--- src/hdl/timer_pin_consts.svh ---
`ifndef TIMER_PIN_CONSTS_SVH
`define TIMER_PIN_CONSTS_SVH

// register byte addresses, one 32-bit word each; the compare base is address bits 7:5 of an eight-word block
`define OFS_OUTPUT_DISABLE 8'h00
`define OFS_FUNCTION_CONTROL 8'h04
`define OFS_PWM_MODE_SELECT 8'h08
`define OFS_CH0_IO_AB 8'h0c
`define OFS_CH0_IO_CD 8'h10
`define OFS_CH1_IO_AB 8'h14
`define OFS_CH1_IO_CD 8'h18
`define OFS_CH0_CONTROL 8'h1c
`define OFS_CH1_CONTROL 8'h20
`define OFS_PORT_DIRECTION 8'h24
`define OFS_PORT_DATA 8'h28
`define OFS_PIN_STATUS 8'h2c
`define OFS_DEAD_TIME 8'h30
`define OFS_COMPARE_BASE 3'h2
`define OFS_CH0_COUNT 8'h60
`define OFS_CH1_COUNT 8'h64

// reset values
`define RST_OUTPUT_DISABLE 8'hff
`define RST_FUNCTION_CONTROL 4'h8

// writable bit masks, reserved bits read as zero
`define MASK_IO_AB_CH0 8'h7f
`define MASK_IO_AB_CH1 8'h77
`define MASK_IO_CD 8'h77
`define MASK_PWM_SELECT 8'hee

// field positions
`define FC_CMD_LSB 0
`define FC_CMD_MSB 1
`define FC_EXT_CLK_BIT 2
`define FC_FIXED_PWM_N_BIT 3
`define IO_EXTRA_BIT 3
`define CTRL_SRC_LSB 0
`define CTRL_SRC_MSB 2
`define CTRL_RUN_BIT 3
`define CTRL_CLEAR_A_BIT 4

// combination mode and code values
`define CMD_PLAIN 2'h0
`define CMD_RESET_SYNC 2'h1
`define IO_OUT_LOW 3'h1
`define IO_OUT_HIGH 3'h2
`define IO_OUT_TOGGLE 3'h3
`define IO_CAP_RISE 3'h4
`define IO_CAP_FALL 3'h5
`define IO_EXT_CLOCK 3'h0
`define SRC_DIV1 3'h0
`define SRC_DIV2 3'h1
`define SRC_DIV4 3'h2
`define SRC_DIV8 3'h3
`define SRC_DIV32 3'h4
`define SRC_EXT 3'h5
`define SRC_FAST_OSC 3'h6

`endif

--- src/hdl/timer_pin_pkg.sv ---
package timer_pin_pkg;

   typedef enum logic [7:0] {
      FUNC_GPIO = 8'h01,
      FUNC_COMPL_PWM = 8'h02,
      FUNC_RSYNC_PWM = 8'h04,
      FUNC_FIXED_PWM = 8'h08,
      FUNC_PLAIN_PWM = 8'h10,
      FUNC_OUT_COMPARE = 8'h20,
      FUNC_CAPTURE = 8'h40,
      FUNC_EXT_CLOCK = 8'h80
   } pin_func_t;

endpackage : timer_pin_pkg

--- src/hdl/dual_timer_pin_select.sv ---
// The register offsets and the Avalon-MM slave port were chosen for this implementation.
`timescale 1ns/10ps
`include "timer_pin_consts.svh"


module dual_timer_pin_select
   import timer_pin_pkg::*;
#(
   parameter int W = 16
)
(
   input wire logic ref_clk,
   input wire logic reset,
   input wire logic [7:0] address,
   input wire logic read,
   input wire logic write,
   input wire logic [31:0] writedata,
   input wire logic [3:0] byteenable,
   output logic [31:0] readdata,
   output logic waitrequest,
   input wire logic [7:0] timer_pin_in,
   output logic [7:0] timer_pin_out,
   output logic [7:0] timer_pin_oe_n,
   input wire logic fast_onchip_osc_clock_tick,
   output logic op_clock_fast
);

   logic [7:0] timer_output_disable_reg;
   logic [3:0] function_control_reg;
   logic [7:0] pwm_mode_select_reg;
   logic [7:0] ch0_io_control_ab;
   logic [7:0] ch0_io_control_cd;
   logic [7:0] ch1_io_control_ab;
   logic [7:0] ch1_io_control_cd;
   logic [4:0] ch0_control_reg;
   logic [4:0] ch1_control_reg;
   logic [7:0] port2_direction_reg;
   logic [7:0] port2_data_reg;
   logic [W-1:0] dead_time_reg;

   logic [1:0] combination_mode_field;
   logic external_clock_select;
   logic fixed_period_pwm_select_n;
   logic [2:0] count_source_code [2];
   logic [7:0] word_addr;
   logic accept;
   logic wr_go;
   logic [31:0] rd_mux;
   logic cmp_hit;
   logic [31:0] cmp_merged;
   logic [4:0] prescale;
   logic [1:0] src_tick;
   logic ext_tick;
   logic combined;
   logic fixed_mode;

   logic [1:0][W-1:0] cnt;
   logic [1:0] cnt_up;
   logic [1:0][3:0][W-1:0] cmp;
   logic [1:0][3:0] match;
   logic [1:0][3:0] cap_en;
   logic [1:0][3:0] cmp_we;
   logic [7:0] pin_prev;
   logic [7:0] next_out;
   logic [7:0] next_drive;
   logic [7:0] timer_owned;
   pin_func_t func [8];

   function automatic logic [31:0] merge(input logic [31:0] old, input logic [31:0] wd,
                                          input logic [3:0] be);
      logic [31:0] r;
      r = old;
      for (int b = 0; b < 4; b++) begin
         if (be[b]) begin
            r[b*8 +: 8] = wd[b*8 +: 8];
         end
      end
      return r;
   endfunction : merge

   function automatic logic pick_tick(input logic [2:0] code, input logic [4:0] pre,
                                      input logic ext, input logic fast);
      logic t;
      case (code)
         `SRC_DIV1: t = 1'b1;
         `SRC_DIV2: t = pre[0];
         `SRC_DIV4: t = &pre[1:0];
         `SRC_DIV8: t = &pre[2:0];
         `SRC_DIV32: t = &pre[4:0];
         `SRC_EXT: t = ext;
         `SRC_FAST_OSC: t = fast;
         default: t = 1'b0;
      endcase
      return t;
   endfunction : pick_tick

   assign combination_mode_field = function_control_reg[`FC_CMD_MSB:`FC_CMD_LSB];
   assign external_clock_select = function_control_reg[`FC_EXT_CLK_BIT];
   assign fixed_period_pwm_select_n = function_control_reg[`FC_FIXED_PWM_N_BIT];
   assign count_source_code[0] = ch0_control_reg[`CTRL_SRC_MSB:`CTRL_SRC_LSB];
   assign count_source_code[1] = ch1_control_reg[`CTRL_SRC_MSB:`CTRL_SRC_LSB];
   assign combined = (combination_mode_field != `CMD_PLAIN);
   assign fixed_mode = !combined && !fixed_period_pwm_select_n;

   // one wait state on every access: accepted at the first edge, completed at the next
   assign word_addr = {address[7:2], 2'b00};
   assign accept = (read || write) && waitrequest;
   assign wr_go = write && !waitrequest;
   assign cmp_hit = (word_addr[7:5] == `OFS_COMPARE_BASE);
   assign cmp_merged = merge({{(32-W){1'b0}}, cmp[word_addr[4]][word_addr[3:2]]},
                             writedata, byteenable);

   always_ff @(posedge ref_clk) begin
      if (reset) begin
         waitrequest <= 1'b1;
         readdata <= 32'h0;
      end else if (accept) begin
         waitrequest <= 1'b0;
         readdata <= rd_mux;
      end else begin
         waitrequest <= 1'b1;
      end
   end

   always_comb begin
      rd_mux = 32'h0;
      case (word_addr)
         `OFS_OUTPUT_DISABLE: rd_mux[7:0] = timer_output_disable_reg;
         `OFS_FUNCTION_CONTROL: rd_mux[3:0] = function_control_reg;
         `OFS_PWM_MODE_SELECT: rd_mux[7:0] = pwm_mode_select_reg;
         `OFS_CH0_IO_AB: rd_mux[7:0] = ch0_io_control_ab;
         `OFS_CH0_IO_CD: rd_mux[7:0] = ch0_io_control_cd;
         `OFS_CH1_IO_AB: rd_mux[7:0] = ch1_io_control_ab;
         `OFS_CH1_IO_CD: rd_mux[7:0] = ch1_io_control_cd;
         `OFS_CH0_CONTROL: rd_mux[4:0] = ch0_control_reg;
         `OFS_CH1_CONTROL: rd_mux[4:0] = ch1_control_reg;
         `OFS_PORT_DIRECTION: rd_mux[7:0] = port2_direction_reg;
         `OFS_PORT_DATA: rd_mux[7:0] = port2_data_reg;
         `OFS_PIN_STATUS: rd_mux[24:0] = {op_clock_fast, timer_owned, ~timer_pin_oe_n,
                                          timer_pin_in};
         `OFS_DEAD_TIME: rd_mux[W-1:0] = dead_time_reg;
         `OFS_CH0_COUNT: rd_mux[W-1:0] = cnt[0];
         `OFS_CH1_COUNT: rd_mux[W-1:0] = cnt[1];
         default: begin
            if (cmp_hit) begin
               rd_mux[W-1:0] = cmp[word_addr[4]][word_addr[3:2]];
            end
         end
      endcase
   end

   always_ff @(posedge ref_clk) begin
      if (reset) begin
         timer_output_disable_reg <= `RST_OUTPUT_DISABLE;
         function_control_reg <= `RST_FUNCTION_CONTROL;
         pwm_mode_select_reg <= 8'h00;
         ch0_io_control_ab <= 8'h00;
         ch0_io_control_cd <= 8'h00;
         ch1_io_control_ab <= 8'h00;
         ch1_io_control_cd <= 8'h00;
         ch0_control_reg <= 5'h00;
         ch1_control_reg <= 5'h00;
         port2_direction_reg <= 8'h00;
         port2_data_reg <= 8'h00;
         dead_time_reg <= '0;
      end else if (wr_go && byteenable[0]) begin
         case (word_addr)
            `OFS_OUTPUT_DISABLE: timer_output_disable_reg <= writedata[7:0];
            `OFS_FUNCTION_CONTROL: function_control_reg <= writedata[3:0];
            `OFS_PWM_MODE_SELECT: pwm_mode_select_reg <= writedata[7:0] & `MASK_PWM_SELECT;
            `OFS_CH0_IO_AB: ch0_io_control_ab <= writedata[7:0] & `MASK_IO_AB_CH0;
            `OFS_CH0_IO_CD: ch0_io_control_cd <= writedata[7:0] & `MASK_IO_CD;
            `OFS_CH1_IO_AB: ch1_io_control_ab <= writedata[7:0] & `MASK_IO_AB_CH1;
            `OFS_CH1_IO_CD: ch1_io_control_cd <= writedata[7:0] & `MASK_IO_CD;
            `OFS_CH0_CONTROL: ch0_control_reg <= writedata[4:0];
            `OFS_CH1_CONTROL: ch1_control_reg <= writedata[4:0];
            `OFS_PORT_DIRECTION: port2_direction_reg <= writedata[7:0];
            `OFS_PORT_DATA: port2_data_reg <= writedata[7:0];
            `OFS_DEAD_TIME: dead_time_reg[7:0] <= writedata[7:0];
            default: ;
         endcase
      end
      if (!reset && wr_go && byteenable[1] && word_addr == `OFS_DEAD_TIME) begin
         dead_time_reg[W-1:8] <= writedata[W-1:8];
      end
   end

   // operation clock choice is a count enable: the timer itself stays on ref_clk
   always_ff @(posedge ref_clk) begin
      if (reset) begin
         prescale <= 5'h00;
         op_clock_fast <= 1'b0;
      end else begin
         prescale <= prescale + 5'h01;
         op_clock_fast <= (count_source_code[0] == `SRC_FAST_OSC)
                          && (count_source_code[1] == `SRC_FAST_OSC);
      end
   end

   assign ext_tick = (func[0] == FUNC_EXT_CLOCK) && timer_pin_in[0] && !pin_prev[0];
   assign src_tick[0] = pick_tick(count_source_code[0], prescale, ext_tick,
                                  fast_onchip_osc_clock_tick);
   assign src_tick[1] = pick_tick(count_source_code[1], prescale, ext_tick,
                                  fast_onchip_osc_clock_tick);

   always_ff @(posedge ref_clk) begin
      if (reset) begin
         pin_prev <= 8'h00;
      end else begin
         pin_prev <= timer_pin_in;
      end
   end

   for (genvar c = 0; c < 2; c++) begin : g_ch
      assign cmp_we[c] = (wr_go && cmp_hit && word_addr[4] == c) ?
                         (4'h1 << word_addr[3:2]) : 4'h0;
      timer_channel #(.W(W)) u_channel (
         .ref_clk(ref_clk),
         .reset(reset),
         .tick(src_tick[c]),
         .run(c == 0 ? ch0_control_reg[`CTRL_RUN_BIT] : ch1_control_reg[`CTRL_RUN_BIT]),
         .tri_mode(c == 0 && combination_mode_field[1]),
         .clear_on_a(c == 0 ? (ch0_control_reg[`CTRL_CLEAR_A_BIT] || combined || fixed_mode)
                            : ch1_control_reg[`CTRL_CLEAR_A_BIT]),
         .cap_en(cap_en[c]),
         .cmp_we(cmp_we[c]),
         .cmp_wdata(cmp_merged[W-1:0]),
         .count(cnt[c]),
         .count_up(cnt_up[c]),
         .cmp(cmp[c]),
         .match(match[c])
      );
   end

   // each pin decoded on its own, so functions mix freely within a channel in plain mode with fixed-period PWM off
   for (genvar i = 0; i < 8; i++) begin : g_pin
      localparam int CH = i / 4;
      localparam int K = i % 4;
      localparam int DC = (i < 4) ? 0 : 1;
      localparam int DK = (i == 4 || i == 6) ? 0 : 1;
      localparam bit NEG = (i == 3 || i == 6 || i == 7);
      logic [2:0] io_field;
      logic [W:0] duty;
      logic [W:0] duty_dead;
      logic oc_level;
      logic rise;
      logic fall;

      assign io_field = (CH == 0) ?
         ((K < 2) ? ch0_io_control_ab[(K%2)*4 +: 3] : ch0_io_control_cd[(K%2)*4 +: 3]) :
         ((K < 2) ? ch1_io_control_ab[(K%2)*4 +: 3] : ch1_io_control_cd[(K%2)*4 +: 3]);
      assign duty = {1'b0, cmp[DC][DK]};
      assign duty_dead = duty + {1'b0, dead_time_reg};
      assign rise = timer_pin_in[i] && !pin_prev[i];
      assign fall = !timer_pin_in[i] && pin_prev[i];

      pin_function_decode #(.IS_FIRST(i == 0), .HAS_FIXED(i < 2), .HAS_PWM(K != 0)) u_dec (
         .output_disable(timer_output_disable_reg[i]),
         .fixed_period_pwm_select_n(fixed_period_pwm_select_n),
         .external_clock_select(external_clock_select),
         .combination_mode_field(combination_mode_field),
         .pwm_select(pwm_mode_select_reg[i]),
         .io_extra_bit(ch0_io_control_ab[`IO_EXTRA_BIT]),
         .io_field(io_field),
         .func(func[i])
      );

      assign cap_en[CH][K] = (func[i] == FUNC_CAPTURE) &&
                             ((io_field == `IO_CAP_RISE) ? rise :
                              (io_field == `IO_CAP_FALL) ? fall : (rise || fall));

      always_ff @(posedge ref_clk) begin
         if (reset) begin
            oc_level <= 1'b0;
         end else if (func[i] == FUNC_OUT_COMPARE && match[CH][K]) begin
            case (io_field)
               `IO_OUT_LOW: oc_level <= 1'b0;
               `IO_OUT_HIGH: oc_level <= 1'b1;
               `IO_OUT_TOGGLE: oc_level <= !oc_level;
               default: oc_level <= oc_level;
            endcase
         end
      end

      always_comb begin
         next_out[i] = 1'b0;
         next_drive[i] = 1'b1;
         case (func[i])
            FUNC_COMPL_PWM: begin
               // both legs low inside the dead band around each crossing
               if (i == 2) begin
                  next_out[i] = cnt_up[0];
               end else if (NEG) begin
                  next_out[i] = {1'b0, cnt[0]} < duty;
               end else begin
                  next_out[i] = {1'b0, cnt[0]} >= duty_dead;
               end
            end
            FUNC_RSYNC_PWM: begin
               next_out[i] = (({1'b0, cnt[0]} < duty) != NEG);
            end
            FUNC_FIXED_PWM: begin
               next_out[i] = cnt[0] < ((i == 0) ? cmp[0][1] : cmp[1][0]);
            end
            FUNC_PLAIN_PWM: next_out[i] = cnt[CH] < cmp[CH][K];
            FUNC_OUT_COMPARE: next_out[i] = oc_level;
            FUNC_CAPTURE: next_drive[i] = 1'b0;
            FUNC_EXT_CLOCK: next_drive[i] = 1'b0;
            FUNC_GPIO: begin
               next_out[i] = port2_data_reg[i];
               next_drive[i] = port2_direction_reg[i];
            end
            default: next_drive[i] = 1'b0;
         endcase
      end
   end

   always_ff @(posedge ref_clk) begin
      if (reset) begin
         timer_pin_out <= 8'h00;
         timer_pin_oe_n <= 8'hff;
         timer_owned <= 8'h00;
      end else begin
         timer_pin_out <= next_out;
         timer_pin_oe_n <= ~next_drive;
         for (int p = 0; p < 8; p++) begin
            timer_owned[p] <= (func[p] != FUNC_GPIO);
         end
      end
   end

endmodule : dual_timer_pin_select

--- src/hdl/pin_function_decode.sv ---
`timescale 1ns/10ps
`include "timer_pin_consts.svh"

module pin_function_decode
   import timer_pin_pkg::*;
#(
   parameter bit IS_FIRST = 1'b0,
   parameter bit HAS_FIXED = 1'b0,
   parameter bit HAS_PWM = 1'b1
)
(
   input wire logic output_disable,
   input wire logic fixed_period_pwm_select_n,
   input wire logic external_clock_select,
   input wire logic [1:0] combination_mode_field,
   input wire logic pwm_select,
   input wire logic io_extra_bit,
   input wire logic [2:0] io_field,
   output pin_func_t func
);

   logic plain;
   logic oc_code;

   always_comb begin
      plain = (combination_mode_field == `CMD_PLAIN);
      oc_code = (io_field == `IO_OUT_LOW) || (io_field[2:1] == 2'b01);
      func = FUNC_GPIO;
      if (IS_FIRST) begin
         if (!output_disable && !fixed_period_pwm_select_n && !external_clock_select && plain) begin
            func = FUNC_FIXED_PWM;
         end else if (!output_disable && fixed_period_pwm_select_n && !external_clock_select
                      && plain && io_extra_bit && oc_code) begin
            func = FUNC_OUT_COMPARE;
         end else if (fixed_period_pwm_select_n && !external_clock_select && plain
                      && io_field[2]) begin
            func = FUNC_CAPTURE;
         end else if (fixed_period_pwm_select_n && external_clock_select
                      && io_field == `IO_EXT_CLOCK) begin
            func = FUNC_EXT_CLOCK;
         end
      end else begin
         if (!output_disable && combination_mode_field[1]) begin
            func = FUNC_COMPL_PWM;
         end else if (!output_disable && combination_mode_field == `CMD_RESET_SYNC) begin
            func = FUNC_RSYNC_PWM;
         end else if (plain && !fixed_period_pwm_select_n) begin
            if (HAS_FIXED && !output_disable) begin
               func = FUNC_FIXED_PWM;
            end
         end else if (plain) begin
            if (HAS_PWM && pwm_select) begin
               if (!output_disable) begin
                  func = FUNC_PLAIN_PWM;
               end
            end else if (!output_disable && oc_code) begin
               func = FUNC_OUT_COMPARE;
            end else if (io_field[2]) begin
               func = FUNC_CAPTURE;
            end
         end
      end
   end

endmodule : pin_function_decode

--- src/hdl/timer_channel.sv ---
`timescale 1ns/10ps

module timer_channel #(
   parameter int W = 16
)
(
   input wire logic ref_clk,
   input wire logic reset,
   input wire logic tick,
   input wire logic run,
   input wire logic tri_mode,
   input wire logic clear_on_a,
   input wire logic [3:0] cap_en,
   input wire logic [3:0] cmp_we,
   input wire logic [W-1:0] cmp_wdata,
   output logic [W-1:0] count,
   output logic count_up,
   output logic [3:0][W-1:0] cmp,
   output logic [3:0] match
);

   // 16-bit counter: sawtooth, or triangle for complementary output
   always_ff @(posedge ref_clk) begin
      if (reset) begin
         count <= '0;
         count_up <= 1'b1;
      end else if (run && tick) begin
         if (tri_mode) begin
            if (count_up && count >= cmp[0] && count != '0) begin
               count_up <= 1'b0;
               count <= count - 1'b1;
            end else if (!count_up && count == '0) begin
               count_up <= 1'b1;
               count <= count + 1'b1;
            end else if (count_up) begin
               count <= count + 1'b1;
            end else begin
               count <= count - 1'b1;
            end
         end else begin
            count_up <= 1'b1;
            if (clear_on_a && count == cmp[0]) begin
               count <= '0;
            end else begin
               count <= count + 1'b1;
            end
         end
      end
   end

   // a capture in the same cycle as a bus write wins, so no edge is lost
   for (genvar k = 0; k < 4; k++) begin : g_cmp
      always_ff @(posedge ref_clk) begin
         if (reset) begin
            cmp[k] <= '1;
         end else if (cap_en[k]) begin
            cmp[k] <= count;
         end else if (cmp_we[k]) begin
            cmp[k] <= cmp_wdata;
         end
      end
      assign match[k] = run && tick && (count == cmp[k]);
   end

endmodule : timer_channel

--- config.mk ---
export PLATFORM = sky130hd
export DESIGN_NAME = dual_timer_pin_select
export DESIGN_NICKNAME = d
export VERILOG_FILES = /design/src/hdl/timer_pin_pkg.sv /design/src/hdl/dual_timer_pin_select.sv /design/src/hdl/pin_function_decode.sv /design/src/hdl/timer_channel.sv
export VERILOG_INCLUDE_DIRS = /design/src /design/src/hdl
export SDC_FILE = /design/constraint.sdc
export NUM_CORES = 1
export LEC_CHECK = 0
export BUFFER_PORTS_ARGS = -buffer_cell sky130_fd_sc_hd__buf_2
export CORE_AREA = 2 2 212 214
export CTS_CLUSTER_SIZE = 30
export DETAILED_ROUTE_END_ITERATION = 7
export DIE_AREA = 0 0 214 216
export PLACE_DENSITY = 0.75
export SLEW_MARGIN = 25
export SYNTH_ARGS = -nofsm -noshare
export SYNTH_HDL_FRONTEND = slang
export SYNTH_SLANG_ARGS = --single-unit
--- constraint.sdc ---
create_clock -name ref_clk -period 3.3 [get_ports ref_clk]
set_input_delay 0.33 -clock ref_clk [delete_from_list [all_inputs] [get_ports ref_clk]]
set_output_delay 0.33 -clock ref_clk [all_outputs]
set_load 0.005 [all_outputs]
==> results.txt <==
die outline height -> 216 µm
antenna-violating nets left -> 0
Core Box Area -> 43840 µm²
CTS tree -> yes
Yosys reg bits -> 318
fill cell count -> 3835
Rel. slew slack -> 28.52%
clock buffer depth -> 3
commonest non-fill, non-tap cells in the layout -> dfxtp_1, nand2_1, ha_1, buf_4, o21ai_0
Tmin final -> 3.317 ns
clk_lat worst skew -> 0.61 ns
Die X-Extent -> 214 µm
Async SR Flop Fraction -> 0%
register area share after synthesis -> 26.93%
R2R setup slack -> -0.02 ns
Synth Instances -> 2933
Wirelength per Cell -> 26.62 µm
via/cell ratio -> 6.670
final design utilization -> 63.18%
measured slew at the worst slew-check pin -> 1.051 ns
Core Rows -> 77
Ports -> 107
Worst VDD drop -> 0.0003905 V
max reg flops -> 128
Slowest-stage cell, CP -> dfxtp_4
most used cell, CP -> o211ai_1
largest net degree at the start of global routing -> 108
cell chain of the critical path -> ha_2 -> a211oi_2 -> o211ai_1 -> a41oi_2 -> o21ai_2 -> a31o_2 -> a21oi_2 -> xor2_1 -> ha_1 -> nand2_1 -> a31oi_1 -> o21a_1 -> o31ai_2 -> a21oi_1 -> o211ai_1 -> a21boi_1
Most flops, register -> g_ch.u_channel.cmp
fin nets -> 3421
drt total wl -> 99200 µm
gr ovfl total -> 0
EDFF count, synth -> 8
commonest non-fill, non-tap cell in the layout -> dfxtp_1
placer congestion estimate -> 1.085
ratio of cells with drive above 1 in the final layout -> 16.89%
design area -> 27690 µm²
Top FF cell, synth -> dfxtp_1
Worst Hold Class -> input port to register
number of global-route vias before repair -> 23470
Reg area -> 6456 µm²
Startpoint Class -> register
die area -> 46220 µm²
first-pass GRT wire length -> 146600 µm
Setup WS pre-CTS -> -0.3339 ns
outcome -> complete, but fails checks
Final Hold Viols -> 0
Bufs and invs on worst path -> 0
PwrDens -> 339.5 nW/µm²
initial antenna violation count -> 9
PortBufs -> 79
multi-input logic area -> 16230 µm²
Non-Filler Instances -> 3726
synth warn -> 0
RSZ-0062 raised after global routing -> yes
cell family with most CP delay -> compound AO/OA/AOI/OAI gates
Leak -> 13.39 nW
HPWL Detailed -> 75770 µm
Unique masters post-synth -> 117
Final Max Slew Viols -> 0
Worst-path clk slew -> 0.06 ns
TritonCTS Buffers -> 40
Area growth, synth to finish -> 15.68%
Final setup violation count -> 2
# DRC -> 0
Final period util -> 100.5%
placed cell area -> 25980 µm²
Mean Syn Cell Area -> 8.162 µm²
post-route setup slack -> -0.01735 ns
vias post-DR -> 24850
clk_skew -> 0.04118 ns
Initial Util -> 54.61%
maxcap violations -> 0
Iter 0 DRT Violations -> 3510
CP endpoint kind -> register
CTS H-tree depth -> 2
overall routing resource usage -> 41.89%
placed cell count -> 3642
largest registers -> g_ch.u_channel.cmp: 128 flops, g_ch.u_channel.count: 32 flops, readdata: 25 flops
crit-path max cell delay -> 0.37 ns
root buf cell -> clkbuf_16
Highest Clock Rate -> 301.4 MHz
Clock Sinks -> 318
Worst EP arrival -> 3.78 ns
DRT Pass-1 Iters -> 8
failing checks -> negative setup slack
synthesized area -> 23940 µm²
critical path class -> register to register
Critical Path RT -> 3.77 ns
Post-Route Setup TNS -> -0.01938 ns
worst-path fanout max -> 4
-- metrics by stage --
stage | hold WS, ns | power, mW
finish | 0.03602 | 9.402
CTS | 0.02437 | 9.358
floorplan | 0.4335 | 4.428
global route | 0.05579 | 9.598
detailed placement | 0.4440 | 4.756
global placement | 0.4352 | 4.741
-- final cells by class --
class                   count  share of cell area [%]
repair buffers            309                   7.924
well taps                 592                   2.675
diodes                      2                 0.01807
inverters                 181                   2.453
clock inverters            20                  0.8900
clock buffers              53                   4.120
multi-input cells        2251                   58.61
flip-flops and latches    318                   23.31
-- timing repair --
action,4_1_cts,5_1_grt
endpoints found under the setup margin,3,3
hold buffers,0,0
gates resized for setup,48,17
pin swaps,31,26
setup buffers,7,3
-- worst paths after layout --
kind,startpoint,endpoint,depth (start not counted)
max,dead_time_reg[0],timer_pin_out[5],16
min,writedata[15],dead_time_reg[15],2
max reg2reg,dead_time_reg[0],timer_pin_out[5],16
min reg2reg,readdata[21],readdata[21],2
-- per-layer routing --
metal	up-vias	wire length, µm	track usage (%)
met4	8	6998	24.92
met5	-	46	0
met3	404	12020	9.457
met1	11850	38650	55.40
li1	10950	-	-
met2	1640	41480	62.49
-- cell families after synthesis --
group	share of synthesized area, %
simple gates	20.79
mux	7.197
flops	26.93
compound gates	22.43
xor+xnor	2.268
fa+ha+maj	13.84
buf+inv	6.538
other cells	0.01566
-- cells in the mapped netlist (7+ instances only) --
cell | number | area [µm²]
clkbuf_1 | 137 | 514.2
nand4_1 | 45 | 281.5
inv_1 | 181 | 679.4
nor3_1 | 46 | 230.2
nor2b_1 | 40 | 250.2
nand2b_1 | 148 | 925.9
mux4_2 | 37 | 833.3
o21ai_0 | 217 | 1086
nor4_1 | 12 | 75.07
a311oi_1 | 12 | 105.1
buf_4 | 13 | 97.59
nand3_1 | 91 | 455.4
a211o_1 | 18 | 157.7
xor2_1 | 25 | 219.0
nor3b_1 | 8 | 60.06
and2_1 | 17 | 106.4
dfxtp_1 | 310 | 6206
o211ai_1 | 125 | 938.4
o31ai_1 | 7 | 52.55
and3_1 | 15 | 93.84
o21a_1 | 21 | 157.7
nand2_1 | 281 | 1055
o21bai_1 | 13 | 97.59
a221oi_1 | 23 | 201.4
buf_1 | 9 | 33.78
buf_2 | 16 | 80.08
o221ai_1 | 7 | 61.31
a22oi_1 | 12 | 90.09
mux2_2 | 7 | 78.83
ha_1 | 260 | 3253
buf_6 | 9 | 101.4
or3_1 | 13 | 81.33
edfxtp_1 | 8 | 240.2
o2111ai_1 | 7 | 61.31
nor2_1 | 199 | 747.0
a211oi_1 | 26 | 195.2
a31oi_1 | 17 | 106.4
or2_2 | 7 | 43.79
xnor2_1 | 37 | 324.1
mux2i_1 | 77 | 770.7
a21o_1 | 45 | 337.8
a21oi_1 | 188 | 940.9
-- power by group --
group	total (mW)	switching (mW)	leakage (nW)	internal [mW]
clock network	4.68	1.92	0.676	2.77
registers	3.92	0.0354	2.59	3.89
logic	0.796	0.511	10.1	0.285
No activity file was read; power rests on OpenSTA's default activity.
